## src/rbs_pkg.sv

```systemverilog
// Constants, opcodes and register map of the rotate and bank-select unit.
// Assumes one 20 MHz core clock and an external register file that answers reads in the same cycle.
package rbs_pkg;

	localparam int DATA_W = 8;

	// ------------------------------------------------------------
	// Opcodes
	// ------------------------------------------------------------
	localparam logic [7:0] OPC_ROT_L_DIR  = 8'h90;
	localparam logic [7:0] OPC_ROT_L_PTR  = 8'h91;
	localparam logic [7:0] OPC_ROT_LC_DIR = 8'h10;
	localparam logic [7:0] OPC_ROT_LC_PTR = 8'h11;
	localparam logic [7:0] OPC_ROT_R_DIR  = 8'he0;
	localparam logic [7:0] OPC_ROT_R_PTR  = 8'he1;
	localparam logic [7:0] OPC_ROT_RC_DIR = 8'hc0;
	localparam logic [7:0] OPC_ROT_RC_PTR = 8'hc1;
	localparam logic [7:0] OPC_BANK_LO    = 8'h4f;
	localparam logic [7:0] OPC_BANK_HI    = 8'h5f;

	// ------------------------------------------------------------
	// Condition register layout
	// ------------------------------------------------------------
	localparam int FLG_C    = 7;
	localparam int FLG_Z    = 6;
	localparam int FLG_S    = 5;
	localparam int FLG_V    = 4;
	localparam int FLG_BANK = 0;
	localparam int MSB      = 7;
	localparam int LSB      = 0;
	// Opcode bit that picks pointer mode
	localparam int PTR_BIT  = 0;
	localparam logic [7:0] FLAGS_RST = 8'h00;
	localparam logic [7:0] ZERO_BYTE = 8'h00;

	// ------------------------------------------------------------
	// Software register map
	// ------------------------------------------------------------
	localparam logic [7:0] REG_FLAGS   = 8'h00;
	localparam logic [7:0] REG_STATUS  = 8'h04;
	localparam logic [7:0] REG_OPCODE  = 8'h08;
	localparam logic [7:0] REG_OPERAND = 8'h0c;
	localparam logic [7:0] REG_RESULT  = 8'h10;
	localparam int STS_BUSY    = 0;
	localparam int STS_ILLEGAL = 1;

	// Every instruction here takes four core cycles
	localparam int INSN_CYCLES = 4;

	typedef enum logic [2:0]
	{
		RBS_ROT_L,
		RBS_ROT_LC,
		RBS_ROT_R,
		RBS_ROT_RC,
		RBS_BANK_LO,
		RBS_BANK_HI,
		RBS_ILLEGAL
	} rbs_op_t;

endpackage

```

## src/rbs_rotator.sv

```systemverilog
// One-bit rotate datapath, purely combinational.
// Assumes the caller registers result and carry.
`timescale 1ns/1ns
module rbs_rotator
	import rbs_pkg::*;
(
	// Operation
	input  wire rbs_pkg::rbs_op_t        op,
	input  wire logic [rbs_pkg::DATA_W-1:0] operand,
	input  wire logic                    carry_in,
	// Result
	output logic [rbs_pkg::DATA_W-1:0]   result,
	output logic                         carry_out
);
	import rbs_pkg::*;

	logic [DATA_W-1:1] up;
	logic [DATA_W-2:0] down;
	logic              fill;

	// ------------------------------------------------------------
	// Shifted copies, one generate loop over the inner bits
	// ------------------------------------------------------------
	genvar n;
	generate
		for (n = 0; n < DATA_W - 1; n++)
		begin : g_bit
			assign up[n+1] = operand[n];
			assign down[n] = operand[n+1];
		end
	endgenerate

	// ------------------------------------------------------------
	// End bit and carry
	// ------------------------------------------------------------
	// End bit kept apart so no shifted bit has two drivers
	always_comb
	begin
		fill      = operand[MSB];
		carry_out = carry_in;
		unique case (op)
			RBS_ROT_L:
			begin
				fill      = operand[MSB];
				carry_out = operand[MSB];
			end
			RBS_ROT_LC:
			begin
				fill      = carry_in;
				carry_out = operand[MSB];
			end
			RBS_ROT_R:
			begin
				fill      = operand[LSB];
				carry_out = operand[LSB];
			end
			RBS_ROT_RC:
			begin
				fill      = carry_in;
				carry_out = operand[LSB];
			end
			default:
			begin
				carry_out = carry_in;
			end
		endcase
		if (op == RBS_ROT_L || op == RBS_ROT_LC)
			result = {up, fill};
		else
			result = {fill, down};
	end

endmodule

```

## src/rbs_unit.sv

```systemverilog
// Rotate and bank-select execution unit with its software register port.
// Assumes an external register file that answers a read in the same cycle as rf_rd.
//
// The register offsets and the address-and-strobe port were decided locally.
`timescale 1ns/1ns
module rbs_unit
	import rbs_pkg::*;
(
	// Clock and reset
	input  wire logic                      sys_clk,
	input  wire logic                      rst,
	// Software register port
	input  wire logic [7:0]                addr,
	input  wire logic [rbs_pkg::DATA_W-1:0] wdata,
	input  wire logic                      wr,
	input  wire logic                      rd,
	output logic [rbs_pkg::DATA_W-1:0]     rdata,
	// Register file access
	output logic [7:0]                     rf_addr,
	output logic                           rf_rd,
	input  wire logic [rbs_pkg::DATA_W-1:0] rf_rdata,
	output logic                           rf_we,
	output logic [rbs_pkg::DATA_W-1:0]     rf_wdata,
	// Status
	output logic                           bank_sel,
	output logic                           busy,
	output logic                           done
);
	import rbs_pkg::*;

	typedef enum logic [2:0]
	{
		ST_IDLE,
		ST_ADDR,
		ST_OPND,
		ST_PTR,
		ST_WRITE
	} rbs_state_t;

	rbs_state_t        state;
	rbs_state_t        next_state;
	logic [7:0]        flags;
	logic [7:0]        next_flags;
	logic [7:0]        opcode;
	logic [7:0]        next_opcode;
	logic [7:0]        operand;
	logic [7:0]        next_operand;
	logic [7:0]        result_q;
	logic [7:0]        next_result_q;
	logic [7:0]        value;
	logic [7:0]        next_value;
	logic [7:0]        target;
	logic [7:0]        next_target;
	logic              illegal;
	logic              next_illegal;
	logic [7:0]        next_rdata;
	logic [7:0]        next_rf_addr;
	logic              next_rf_rd;
	logic              next_rf_we;
	logic [7:0]        next_rf_wdata;
	logic              next_busy;
	logic              next_done;
	rbs_op_t           op;
	logic              ptr_mode;
	logic [7:0]        rot_in;
	logic [7:0]        rot_out;
	logic              rot_carry;
	logic              start_wr;
	logic              launch;
	logic              bank_op;

	// ------------------------------------------------------------
	// Opcode decode
	// ------------------------------------------------------------
	always_comb
	begin
		ptr_mode = opcode[PTR_BIT];
		unique case (opcode)
			OPC_ROT_L_DIR, OPC_ROT_L_PTR:   op = RBS_ROT_L;
			OPC_ROT_LC_DIR, OPC_ROT_LC_PTR: op = RBS_ROT_LC;
			OPC_ROT_R_DIR, OPC_ROT_R_PTR:   op = RBS_ROT_R;
			OPC_ROT_RC_DIR, OPC_ROT_RC_PTR: op = RBS_ROT_RC;
			OPC_BANK_LO:                    op = RBS_BANK_LO;
			OPC_BANK_HI:                    op = RBS_BANK_HI;
			default:                        op = RBS_ILLEGAL;
		endcase
	end

	// Pointer mode rotates the byte fetched through the pointer
	assign rot_in = ptr_mode ? rf_rdata : value;

	rbs_rotator u_rot
	(
		.op        (op),
		.operand   (rot_in),
		.carry_in  (flags[FLG_C]),
		.result    (rot_out),
		.carry_out (rot_carry)
	);

	// ------------------------------------------------------------
	// Launch decode
	// ------------------------------------------------------------
	// Opcode and operand writes count only while idle
	assign start_wr = wr && (addr == REG_OPERAND) && (state == ST_IDLE);
	assign launch   = start_wr && (op != RBS_ILLEGAL);
	assign bank_op  = (op == RBS_BANK_LO) || (op == RBS_BANK_HI);

	// ------------------------------------------------------------
	// Sequencer
	// ------------------------------------------------------------
	always_comb
	begin
		next_state   = state;
		next_illegal = illegal;
		next_done    = 1'b0;
		// An illegal opcode is flagged and nothing runs
		if (start_wr)
			next_illegal = (op == RBS_ILLEGAL);
		unique case (state)
			ST_IDLE:
			begin
				if (launch)
					next_state = ST_ADDR;
			end
			ST_ADDR:
			begin
				next_state = ST_OPND;
			end
			ST_OPND:
			begin
				next_state = ST_PTR;
			end
			ST_PTR:
			begin
				// Done rides with the write, inside the fourth cycle
				next_state = ST_WRITE;
				next_done  = 1'b1;
			end
			ST_WRITE:
			begin
				// Fourth and last cycle of every instruction
				next_state = ST_IDLE;
			end
		endcase
		next_busy = (next_state != ST_IDLE);
	end

	always_ff @(posedge sys_clk or posedge rst)
	begin
		if (rst)
		begin
			state   <= ST_IDLE;
			illegal <= 1'b0;
			busy    <= 1'b0;
			done    <= 1'b0;
		end
		else
		begin
			state   <= next_state;
			illegal <= next_illegal;
			busy    <= next_busy;
			done    <= next_done;
		end
	end

	// ------------------------------------------------------------
	// Instruction operands
	// ------------------------------------------------------------
	always_comb
	begin
		next_opcode  = opcode;
		next_operand = operand;
		next_value   = value;
		next_target  = target;
		if (wr && (addr == REG_OPCODE) && (state == ST_IDLE))
			next_opcode = wdata;
		// Writing the operand launches the instruction held in opcode
		if (start_wr)
			next_operand = wdata;
		if (launch)
			next_target = wdata;
		if (state == ST_OPND)
		begin
			next_value = rf_rdata;
			// In pointer mode the byte just read names the target
			if (ptr_mode && !bank_op)
				next_target = rf_rdata;
		end
	end

	always_ff @(posedge sys_clk or posedge rst)
	begin
		if (rst)
		begin
			opcode  <= ZERO_BYTE;
			operand <= ZERO_BYTE;
			value   <= ZERO_BYTE;
			target  <= ZERO_BYTE;
		end
		else
		begin
			opcode  <= next_opcode;
			operand <= next_operand;
			value   <= next_value;
			target  <= next_target;
		end
	end

	// ------------------------------------------------------------
	// Flags and result
	// ------------------------------------------------------------
	always_comb
	begin
		next_flags    = flags;
		next_result_q = result_q;
		if (wr && (addr == REG_FLAGS))
			next_flags = wdata;
		// Execution wins over a software flag write in the same cycle
		if (state == ST_PTR)
		begin
			next_flags = flags;
			if (bank_op)
				next_flags[FLG_BANK] = (op == RBS_BANK_HI);
			else
			begin
				next_result_q     = rot_out;
				next_flags[FLG_C] = rot_carry;
				next_flags[FLG_Z] = (rot_out == ZERO_BYTE);
				next_flags[FLG_S] = rot_out[MSB];
				next_flags[FLG_V] = rot_out[MSB] ^ rot_in[MSB];
			end
		end
	end

	always_ff @(posedge sys_clk or posedge rst)
	begin
		if (rst)
		begin
			flags    <= FLAGS_RST;
			result_q <= ZERO_BYTE;
			bank_sel <= 1'b0;
		end
		else
		begin
			flags    <= next_flags;
			result_q <= next_result_q;
			bank_sel <= next_flags[FLG_BANK];
		end
	end

	// ------------------------------------------------------------
	// Register file port
	// ------------------------------------------------------------
	always_comb
	begin
		next_rf_addr  = rf_addr;
		next_rf_rd    = 1'b0;
		next_rf_we    = 1'b0;
		next_rf_wdata = rf_wdata;
		// Bank selection needs no register file access
		if (launch)
		begin
			next_rf_addr = wdata;
			next_rf_rd   = !bank_op;
		end
		// Second read through the pointer; the pointer byte is never written
		if (state == ST_OPND && ptr_mode && !bank_op)
		begin
			next_rf_rd   = 1'b1;
			next_rf_addr = rf_rdata;
		end
		if (state == ST_PTR && !bank_op)
		begin
			next_rf_we    = 1'b1;
			next_rf_addr  = target;
			next_rf_wdata = rot_out;
		end
	end

	always_ff @(posedge sys_clk or posedge rst)
	begin
		if (rst)
		begin
			rf_addr  <= ZERO_BYTE;
			rf_rd    <= 1'b0;
			rf_we    <= 1'b0;
			rf_wdata <= ZERO_BYTE;
		end
		else
		begin
			rf_addr  <= next_rf_addr;
			rf_rd    <= next_rf_rd;
			rf_we    <= next_rf_we;
			rf_wdata <= next_rf_wdata;
		end
	end

	// ------------------------------------------------------------
	// Read port
	// ------------------------------------------------------------
	always_comb
	begin
		next_rdata = ZERO_BYTE;
		if (rd)
		begin
			unique case (addr)
				REG_FLAGS:   next_rdata = flags;
				REG_STATUS:
				begin
					next_rdata              = ZERO_BYTE;
					next_rdata[STS_BUSY]    = busy;
					next_rdata[STS_ILLEGAL] = illegal;
				end
				REG_OPCODE:  next_rdata = opcode;
				REG_OPERAND: next_rdata = operand;
				REG_RESULT:  next_rdata = result_q;
				default:     next_rdata = ZERO_BYTE;
			endcase
		end
	end

	always_ff @(posedge sys_clk or posedge rst)
	begin
		if (rst)
			rdata <= ZERO_BYTE;
		else
			rdata <= next_rdata;
	end

endmodule

```

## config.mk

```make
export PLATFORM = sky130hd
export DESIGN_NAME = rbs_unit
export DESIGN_NICKNAME = d
export VERILOG_FILES = /design/src/rbs_pkg.sv /design/src/rbs_rotator.sv /design/src/rbs_unit.sv
export SDC_FILE = /design/constraint.sdc
export NUM_CORES = 1
export LEC_CHECK = 0
export BUFFER_PORTS_ARGS = -buffer_cell sky130_fd_sc_hd__buf_2
export CORE_UTILIZATION = 45
export CTS_CLUSTER_DIAMETER = 50
export DETAILED_ROUTE_END_ITERATION = 10
export HOLD_SLACK_MARGIN = 0.05
export PLACE_DENSITY = 0.65
export SYNTH_ARGS = -nofsm -noshare
export SYNTH_HDL_FRONTEND = slang
export SYNTH_HIERARCHICAL = 1
export SYNTH_SLANG_ARGS = --single-unit
export TNS_END_PERCENT = 50
```

## constraint.sdc

```tcl
create_clock -name sys_clk -period 5.7 [get_ports sys_clk]
set_input_delay 0.57 -clock sys_clk [delete_from_list [all_inputs] [get_ports sys_clk]]
set_output_delay 0.57 -clock sys_clk [all_outputs]
set_load 0.02 [all_outputs]
```

Word-level counts from Yosys, hierarchy flattened. Cells that the tools add are included. W data, S select, Z words.

Register bits: 80. Latch bits: 0. Bits in writable memories: 0. Bits in read-only memories: 0. Output and inout port bits: 29. Word-level logic and storage cells: 104. Memories: 0.

$add $sub $neg: 0. Multipliers: 0. Div/mod/pow operators: 0. Order comparisons: 0. Equal/unequal tests: 28. Shift operators: 0. Muxes and demuxes: 23. Bitwise logic cells: 3. Reduce and logical (&&, ||, !) cells: 32.

Operator list (number): $mux W8 (11); $eq A8 B8 Y1 const B (6); $pmux W8 S5 (1); $eq A8 B5 Y1 const B (3); $pmux W3 S6 (1); $eq A8 B4 Y1 const B (2); $eq A8 B7 Y1 const B (2); $logic_not A8 Y1 (2); $pmux W3 S5 (1); $reduce_or A2 Y1 (7); $eq A3 B2 Y1 const B (4); $eq A3 B3 Y1 const B (4); $logic_and A1 B1 Y1 (10); $eq A8 B3 Y1 const B (1); $reduce_and A2 Y1 (4); $eq A3 B1 Y1 const B (2); $logic_not A3 Y1 (2); $ne A3 B3 Y1 const B (2); $reduce_bool A3 Y1 (2); $mux W1 (5); $mux W4 (1); $ne A2 B2 Y1 const B (2); $pmux W1 S2 (2); $mux W3 (1); 6 further kinds (8).

Longest topological paths before layout. Gate-level depths: netlist of run 1.

Depth in word-level cells: 10. Gate-level depth with buffers: 11.

By module. The synthesis of run 1 kept the hierarchy.

Modules (own cells, without submodules): rbs_unit (instances 1, cells an instance 311, area an instance 3430.8 µm²); rbs_rotator (instances 1, cells an instance 17, area an instance 163.9 µm²).

Worst setup path after synthesis of run 1. Ideal clock, no wire load.

Path kind: register -> register. Start: reg opcode[6]. End: reg flags[6]. Library setup time: 77 ps. Arrival time: 2439 ps. Required time: 5623 ps. Path slack: 3183 ps. Stages on the path, launching flop included: 12. Buffers on the path: 0. Clock period less this slack: 2517 ps. Path through: dfrtp_1 > or4_1 > o21ai_0 > a32oi_1 > nor2_1 > mux2_4 > mux2_4 > nor4_1 > nand2_1 > nor3_1 > a211oi_1 > a21oi_1.

Word-level cells in the longest chain between the ends: 10. Elaborated cells between the ends (all ways): 31. Those cells by class: 16 x eq/ne; 5 x mux; 10 x reduce/logical.

RTL lines: from (decl) (RTL line rbs_unit.sv:44) `logic [7:0] opcode;`; from (signal assigned) (RTL line rbs_unit.sv:203) `opcode <= next_opcode;`; $eq A8 B8 Y1 / $eq A8 B5 Y1 (equally long branches) (RTL line rbs_unit.sv:78) `unique case (opcode)`; $reduce_or A2 Y1 (RTL line rbs_unit.sv:78); $pmux W3 S6 * (RTL line rbs_unit.sv:78); via op[0] (RTL line rbs_unit.sv:63) `rbs_op_t op;`; $eq A3 B2 Y1 / $eq A3 B1 Y1 (equally long branches) (RTL line rbs_rotator.sv:41, rbs_rotator.sv:67); $reduce_or A2 Y1 (no line); $pmux W1 S2 (RTL line rbs_rotator.sv:41) `unique case (op)`; $mux W8 * (RTL line rbs_rotator.sv:67) `if (op == RBS_ROT_L || op == RBS_ROT_LC)`; via rot_out[0] (RTL line rbs_unit.sv:66) `logic [7:0] rot_out;`; $logic_not A8 Y1 * (RTL line rbs_unit.sv:229) `next_flags[FLG_Z] = (rot_out == ZERO_BYTE);`; $mux W4 * (RTL line rbs_unit.sv:223) `if (bank_op)`; $mux W8 * (RTL line rbs_unit.sv:220) `if (state == ST_PTR)`; to (signal assigned) (RTL line rbs_unit.sv:246) `flags <= next_flags;`; to (decl) (RTL line rbs_unit.sv:42) `logic [7:0] flags;`.

Mark *: on every way through the listed nets, which the timed path passes. The rest lies on a longest branch. The select of a mux whose other input is x is not followed. A chain may end at the register's enable or synchronous reset.

Worst setup path after layout of run 1.
Start: reg opcode[0]. End: reg flags[6].

The elaborated chain is that of the path after synthesis.

==> results by group, run 1 <==
Run status
  – Status: complete, no violations

Route
  – DRC: 0
  – Pre-antenna DRT Iters: 5
  – Routed vias: 2734
  – Post-Route WL: 9080 um
  – Via-to-Cell Ratio: 5.59
  – Routed Antenna Nets: 0
  – Initial DRC Count: 210
  – Average wire per standard cell: 18.6 um

Power and ir drop
  – Clock Power Share: 0.254
  – Internal power: 1.26 mW
  – Sequential power share: 0.405
  – PD cells: 455 nW/um2
  – NetSw: 0.652 mW
  – Worst VDD drop: 0.248 mV
  – Logic pwr share: 0.341
  – Leakage Power: 1.98 nW
  – Switching Share: 0.342
  – Overall power: 1.91 mW

Synthesis
  – Synthesized flop and latch total: 72
  – Yosys warns: 6
  – Post-synth EDFFs: 0
  – Syn Std Cell Area: 3590 um2
  – Area contributors post-synth: dfrtp_1 50%, mux2_2 15%, nand2_1 4.3%
  – Syn nets: 356
  – Primary FF master, synth: dfrtp_1
  – Avg Inst Size Synth: 11.0 um2
  – Register area share after synthesis: 0.501
  – Area leader, netlist: dfrtp_1
  – Post-synthesis async set-or-reset flop share: 1.00
  – Gate Count Post-Synth: 328
  – Synth top area share: 0.501
  – Yosys cell types: 47

Clock tree
  – CTS tree: built
  – CTS root buf: clkbuf_8
  – Post-CTS sizing: 0
  – Register clock-pin slew on the reported worst setup and hold paths: 0.07 ns
  – Clk_lat worst skew: 0.35 ns
  – CTS buffer count: 9
  – Hold_buf cts: 0
  – Clock Path Buffers: 2
  – CTS H-tree lvls: 3
  – Clock Sinks: 72
  – Setup bufs post-CTS: 0

Floorplan
  – Die Ht: 91.4 um
  – # rows: 32
  – DIE AREA: 8350 um2
  – Die X: 91.4 um
  – # IOs: 57
  – Initial Util: 0.465
  – Core Box Area: 7730 um2

Finish
  – Area grow syn2layout: 16.6%
  – FILL cells: 732
  – Layout Cells excl Fill: 489
  – Layout cells sized above 1: 0.349
  – Diode count: 0
  – Net count, final: 410

Place
  – Number of port buffers: 56
  – Final Wtd Congestion: 0.810
  – Post-DP HPWL: 6400 um
  – Dpl cells: 473

Worst setup path
  – Critical Path Source Type: flop
  – Crit end category: flop
  – WS Path Type: reg -> reg
  – CP arrival: 3.29 ns
  – Critical-path maximum fanout: 15
  – Worst Path Required: 5.97 ns

GRT
  – Initial antenna violation count: 0
  – Gr usage total: 0.233
  – First-pass GRT wire length: 14600 um
  – Largest net degree at the start of global routing: 73
  – Grt total ovfl: 0
  – Number of global-route vias before repair: 2724

Timing
  – Setup TNS: 0 ns
  – Final setup vio count: 0
  – Worst slew pin tran: 0.958 ns
  – Final Cycle Share: 0.531
  – Smallest hold slack: 0.481 ns
  – RSZ-0062 raised after global routing: no
  – Max Fclk: 330 MHz
  – Fin. max-slew vios: 0
  – Skew final: 0.00605 ns
  – Final Hold Viols: 0
  – Relative slew margins: 0.356
  – Min Tclk post-route: 3.03 ns

Min path
  – Worst hold path class: in -> async

Run
  – Max Cap Viol: 0
[cell usage in the layout, fill, tap and decap left out, types with 2 or more instances in the layout]
cell,netlist,final
or3_1,2,2
nor4_1,5,5
buf_2,3,56
nand2b_1,6,6
or4_1,3,3
a22oi_1,6,6
a22o_1,10,10
nor3b_1,4,4
mux2_2,47,47
nor3_1,3,3
nand2_1,41,41
nand3_1,3,3
mux4_2,2,2
a21oi_1,7,7
or2_2,2,2
mux2_4,2,2
a21o_1,11,11
o21ai_0,13,13
buf_4,0,4
nor3_2,2,2
clkinv_2,0,2
nor2_1,20,20
clkbuf_8,0,9
dfrtp_1,72,72
o22ai_1,7,7
mux2i_1,8,8
a31oi_1,8,8
inv_1,8,7
bufinv_16,0,3
[cell type report]
class,count,area [um2],area share
flip-flops and latches,72,1800,0.430
multi-input cells,231,1690,0.403
repair buffers,60,310,0.0740
clock buffers,10,128,0.0304
well taps,102,128,0.0304
clock inverters,6,108,0.0257
inverters,8,30.0,0.00716
[metrics by stage]
| step | util | instance area [um2] | setup WS (ns) |
|---|---|---|---|
| 3_5_place_dp | 0.512 | 3960 | 2.49 |
| 3_3_place_gp | 0.512 | 3960 | 2.58 |
| 6_report | 0.543 | 4190 | 2.67 |
| 5_1_grt | 0.543 | 4190 | 2.38 |
| 2_1_floorplan | - | 3590 | 3.18 |
| 4_1_cts | 0.543 | 4190 | 2.65 |
[layer usage]
metal  vias up  global-route usage  share of wire
li1       1294                   -              -
met1      1348               0.331           0.45
met2        77               0.355           0.48
met3        15              0.0293          0.051
met4         0               0.108          0.019
met5         -                   0              0
[flip-flops by register name, summed over array words and instances (netlist names)]
name      flops
flags         8
opcode        8
operand       8
rdata         8
result_q      8
rf_addr       8
target        8
value         8
state         3
busy          1
done          1
illegal       1
rf_rd         1
rf_we         1
[final timing paths]
kind,start,to,slack [ns],cells after the start
max in group asynchronous,rst,flags[1],4.61,3
worst min-delay path,rst,rf_addr[5],0.48,3
worst max register to register,opcode[0],flags[6],2.67,11
min in group sys_clk,flags[4],flags[4],0.48,1
worst min register to register,flags[4],flags[4],0.48,1
worst max-delay path,opcode[0],flags[6],2.67,11
[worst max-delay path, cell delays in order (launching register included)]
cell      delay, ns
dfrtp_1        0.70
nand4_1        0.21
o21ai_0        0.20
a32oi_1        0.12
nor2_1         0.33
mux2_4         0.33
mux2_4         0.27
nor4_1         0.26
nand2_1        0.10
nor3_1         0.15
a211oi_1       0.07
a21oi_1        0.19
[logic make-up after synthesis]
family / Yosys count / synth area share
muxes: 59 / 0.190
adders and majority gates: 1 / 0.00278
AOI/OAI and AO/OA: 69 / 0.132
xor gates and xnor gates: 2 / 0.00487
buffers and inverters: 25 / 0.0292
and+or+nand+nor: 100 / 0.140
DFF: 72 / 0.501
[synth_stat cells, types with 2 or more instances]
cell / number
mux2i_1: 8
a22o_1: 10
mux2_4: 2
inv_1: 8
nand2_1: 41
or2_2: 2
mux4_2: 2
a22oi_1: 6
nand3_1: 3
clkbuf_1: 11
nor3b_1: 4
nor3_2: 2
or4_1: 3
nor2_1: 20
nand2b_1: 6
a21o_1: 11
o22ai_1: 7
dfrtp_1: 72
a21oi_1: 7
buf_2: 3
nor4_1: 5
mux2_2: 47
buf_1: 2
a31oi_1: 8
or3_1: 2
nor3_1: 3
o21ai_0: 13
[power groups by stage]
stage | Combinational [mW] | Clock (mW) | Sequential, mW
2_1_floorplan | 0.395 | 0 | 0.826
3_3_place_gp | 0.634 | 0 | 0.778
3_5_place_dp | 0.650 | 0 | 0.782
4_1_cts | 0.652 | 0.491 | 0.773
5_1_grt | 0.696 | 0.511 | 0.796
6_report | 0.650 | 0.485 | 0.772
No activity file was read; power rests on OpenSTA's default activity.
==> run 2, diff against run 1 <==
--- a/config.mk
+++ b/config.mk
@@ -10,7 +10,7 @@
 export CTS_CLUSTER_DIAMETER = 50
 export DETAILED_ROUTE_END_ITERATION = 10
 export HOLD_SLACK_MARGIN = 0.05
-export PLACE_DENSITY = 0.65
+export PLACE_DENSITY = 0.67
 export SYNTH_ARGS = -nofsm -noshare
 export SYNTH_HDL_FRONTEND = slang
 export SYNTH_HIERARCHICAL = 1
==> constraint.sdc (replaced) <==
create_clock -name sys_clk -period 2.63 [get_ports sys_clk]
set_input_delay 0.263 -clock sys_clk [delete_from_list [all_inputs] [get_ports sys_clk]]
set_output_delay 0.263 -clock sys_clk [all_outputs]
set_load 0.02 [all_outputs]
==> run 2 against run 1 <==
Critical endpoint unchanged. Hold slack worse by 0.31 ns. Clock skew is 0.0047 ns higher. Sequential power is 110% higher. Die area stayed put. Non-clock buffer count is 17 higher. First-iteration DRC count is 33% higher. Worst setup slack worse by 2.6 ns. Combinational power is 140% higher.
==> results by group, run 2 (synthesis results as in run 1) <==
Timing
  – Final Cycle Share: 0.960
  – Relative slew margins: 0.396
  – Final Hold Viols: 0
  – Fin. max-slew vios: 0
  – Worst slew pin tran: 0.906 ns
  – Skew final: 0.0107 ns
  – Max Fclk: 396 MHz
  – Final setup vio count: 0
  – Min Tclk post-route: 2.52 ns

Worst setup path
  – CP arrival: 2.79 ns
  – Crit end category: flop
  – WS Path Type: reg -> reg
  – Worst Path Required: 2.90 ns
  – Critical Path Source Type: flop
  – Critical-path maximum fanout: 2

Run status
  – Status: complete, no violations

Floorplan
  – Die Ht: 91.4 um
  – Die X: 91.4 um
  – Initial Util: 0.465
  – # IOs: 57
  – # rows: 32
  – DIE AREA: 8350 um2
  – Core Box Area: 7730 um2

Route
  – Via-to-Cell Ratio: 5.60
  – Pre-antenna DRT Iters: 4
  – Routed vias: 2828
  – Average wire per standard cell: 17.9 um
  – Routed Antenna Nets: 0
  – Post-Route WL: 9040 um
  – DRC: 0
  – Initial DRC Count: 279

GRT
  – Initial antenna violation count: 0
  – Largest net degree at the start of global routing: 73
  – Grt total ovfl: 0
  – Gr usage total: 0.233
  – Number of global-route vias before repair: 2780
  – First-pass GRT wire length: 14700 um

Finish
  – Net count, final: 427
  – Most common cell after layout, fill and taps aside: dfrtp_1
  – Fin util: 0.563
  – Layout cells sized above 1: 0.395
  – Diode count: 0
  – Area grow syn2layout: 20.9%
  – Most frequent cells in the layout: 72 x dfrtp_1, 56 x buf_2, 47 x mux2_2, 41 x nand2_1, 21 x buf_4

Clock tree
  – Clk_lat worst skew: 0.35 ns
  – CTS H-tree lvls: 3
  – CTS buffer count: 9
  – Clock Path Buffers: 2
  – CTS tree: built
  – Clock Sinks: 72
  – Register clock-pin slew on the reported worst setup and hold paths: 0.08 ns
  – CTS root buf: clkbuf_8

Power and ir drop
  – Leakage Power: 2.06 nW
  – Internal power: 2.68 mW
  – Switching Share: 0.347
  – Worst VDD drop: 0.464 mV
  – PD cells: 943 nW/um2
  – Logic pwr share: 0.373
  – NetSw: 1.42 mW
  – Clock Power Share: 0.229
  – Sequential power share: 0.398
  – Overall power: 4.10 mW

Run
  – Max Cap Viol: 0

Place
  – Number of port buffers: 56
  – Post-DP HPWL: 6470 um
  – Final Wtd Congestion: 0.848

Min path
  – Worst hold path class: in -> async
-- run 2: changes by cell type in the layout (fill, tap and decap cells not counted), moves of 2 or more --
cell	delta
nor3_1	-2
nor4_1	-3
nor3_2	+2
nor4_4	+2
buf_4	+17
-- run 2: stage by stage --
step           hold WS (ns)  instances  TNS, ns  instance area, um2  worst slack (ns)
2_1_floorplan         0.380        328        0                3590             0.113
6_report              0.171        505        0                4350             0.106
5_1_grt               0.198        505  -0.0247                4350           -0.0213
3_3_place_gp          0.462        490        0                4090            0.0735
3_5_place_dp          0.465        490  -0.0297                4090           -0.0297
4_1_cts               0.194        505        0                4310            0.0129
-- run 2: power groups by stage --
| stage | Clock [mW] | Combinational (mW) | Sequential [mW] |
|---|---|---|---|
| detailed placement | 0 | 1.50 | 1.65 |
| global placement | 0 | 1.48 | 1.64 |
| finish | 0.938 | 1.53 | 1.63 |
| CTS | 0.956 | 1.51 | 1.63 |
| floorplan | 0 | 0.857 | 1.79 |
| global route | 1.00 | 1.66 | 1.68 |
-- run 2: worst paths after layout --
check / from / endpoint / slack [ns] / depth (start not counted)
worst min register to register: flags[5] / flags[5] / 0.48 / 1
worst min-delay path: rst / rf_addr[6] / 0.17 / 3
worst max register to register: opcode[6] / flags[6] / 0.11 / 11
max in group asynchronous: rst / flags[6] / 1.85 / 3
min in group sys_clk: rf_rdata[7] / value[7] / 0.20 / 2
worst max-delay path: opcode[6] / flags[6] / 0.11 / 11
-- run 2: timing repair --
action	in CTS	in global routing
gates resized for setup	2	7
pin swaps	1	4
endpoints found under the setup margin	1	2
hold buffers	0	0
setup buffers	0	0
-- run 2: worst max-delay path, cell delays in order (launching register included) --
cell	delay [ns]
dfrtp_1	0.38
or4_1	0.53
o21ai_1	0.10
a32oi_1	0.12
nor2_2	0.17
mux2_4	0.31
mux2_4	0.28
nor4_4	0.13
nand2_1	0.11
nor3_2	0.11
a211oi_1	0.06
a21oi_1	0.13
-- run 2: area by class of cell --
cell class | instances | area, um2
inverter | 8 | 30.0
clock inverter | 6 | 85.1
sequential | 72 | 1800
clock buffer | 9 | 124
fill | 673 | 3380
timing repair buffer | 77 | 438
multi-input combinational | 231 | 1740
tap | 102 | 128
-- run 2: layer usage --
layer / global-route usage / up-vias / wire (um)
li1: - / 1329 / -
met5: 0 / - / 0
met1: 0.319 / 1425 / 4150
met3: 0.0436 / 18 / 262
met4: 0.0847 / 0 / 206
met2: 0.369 / 56 / 4430
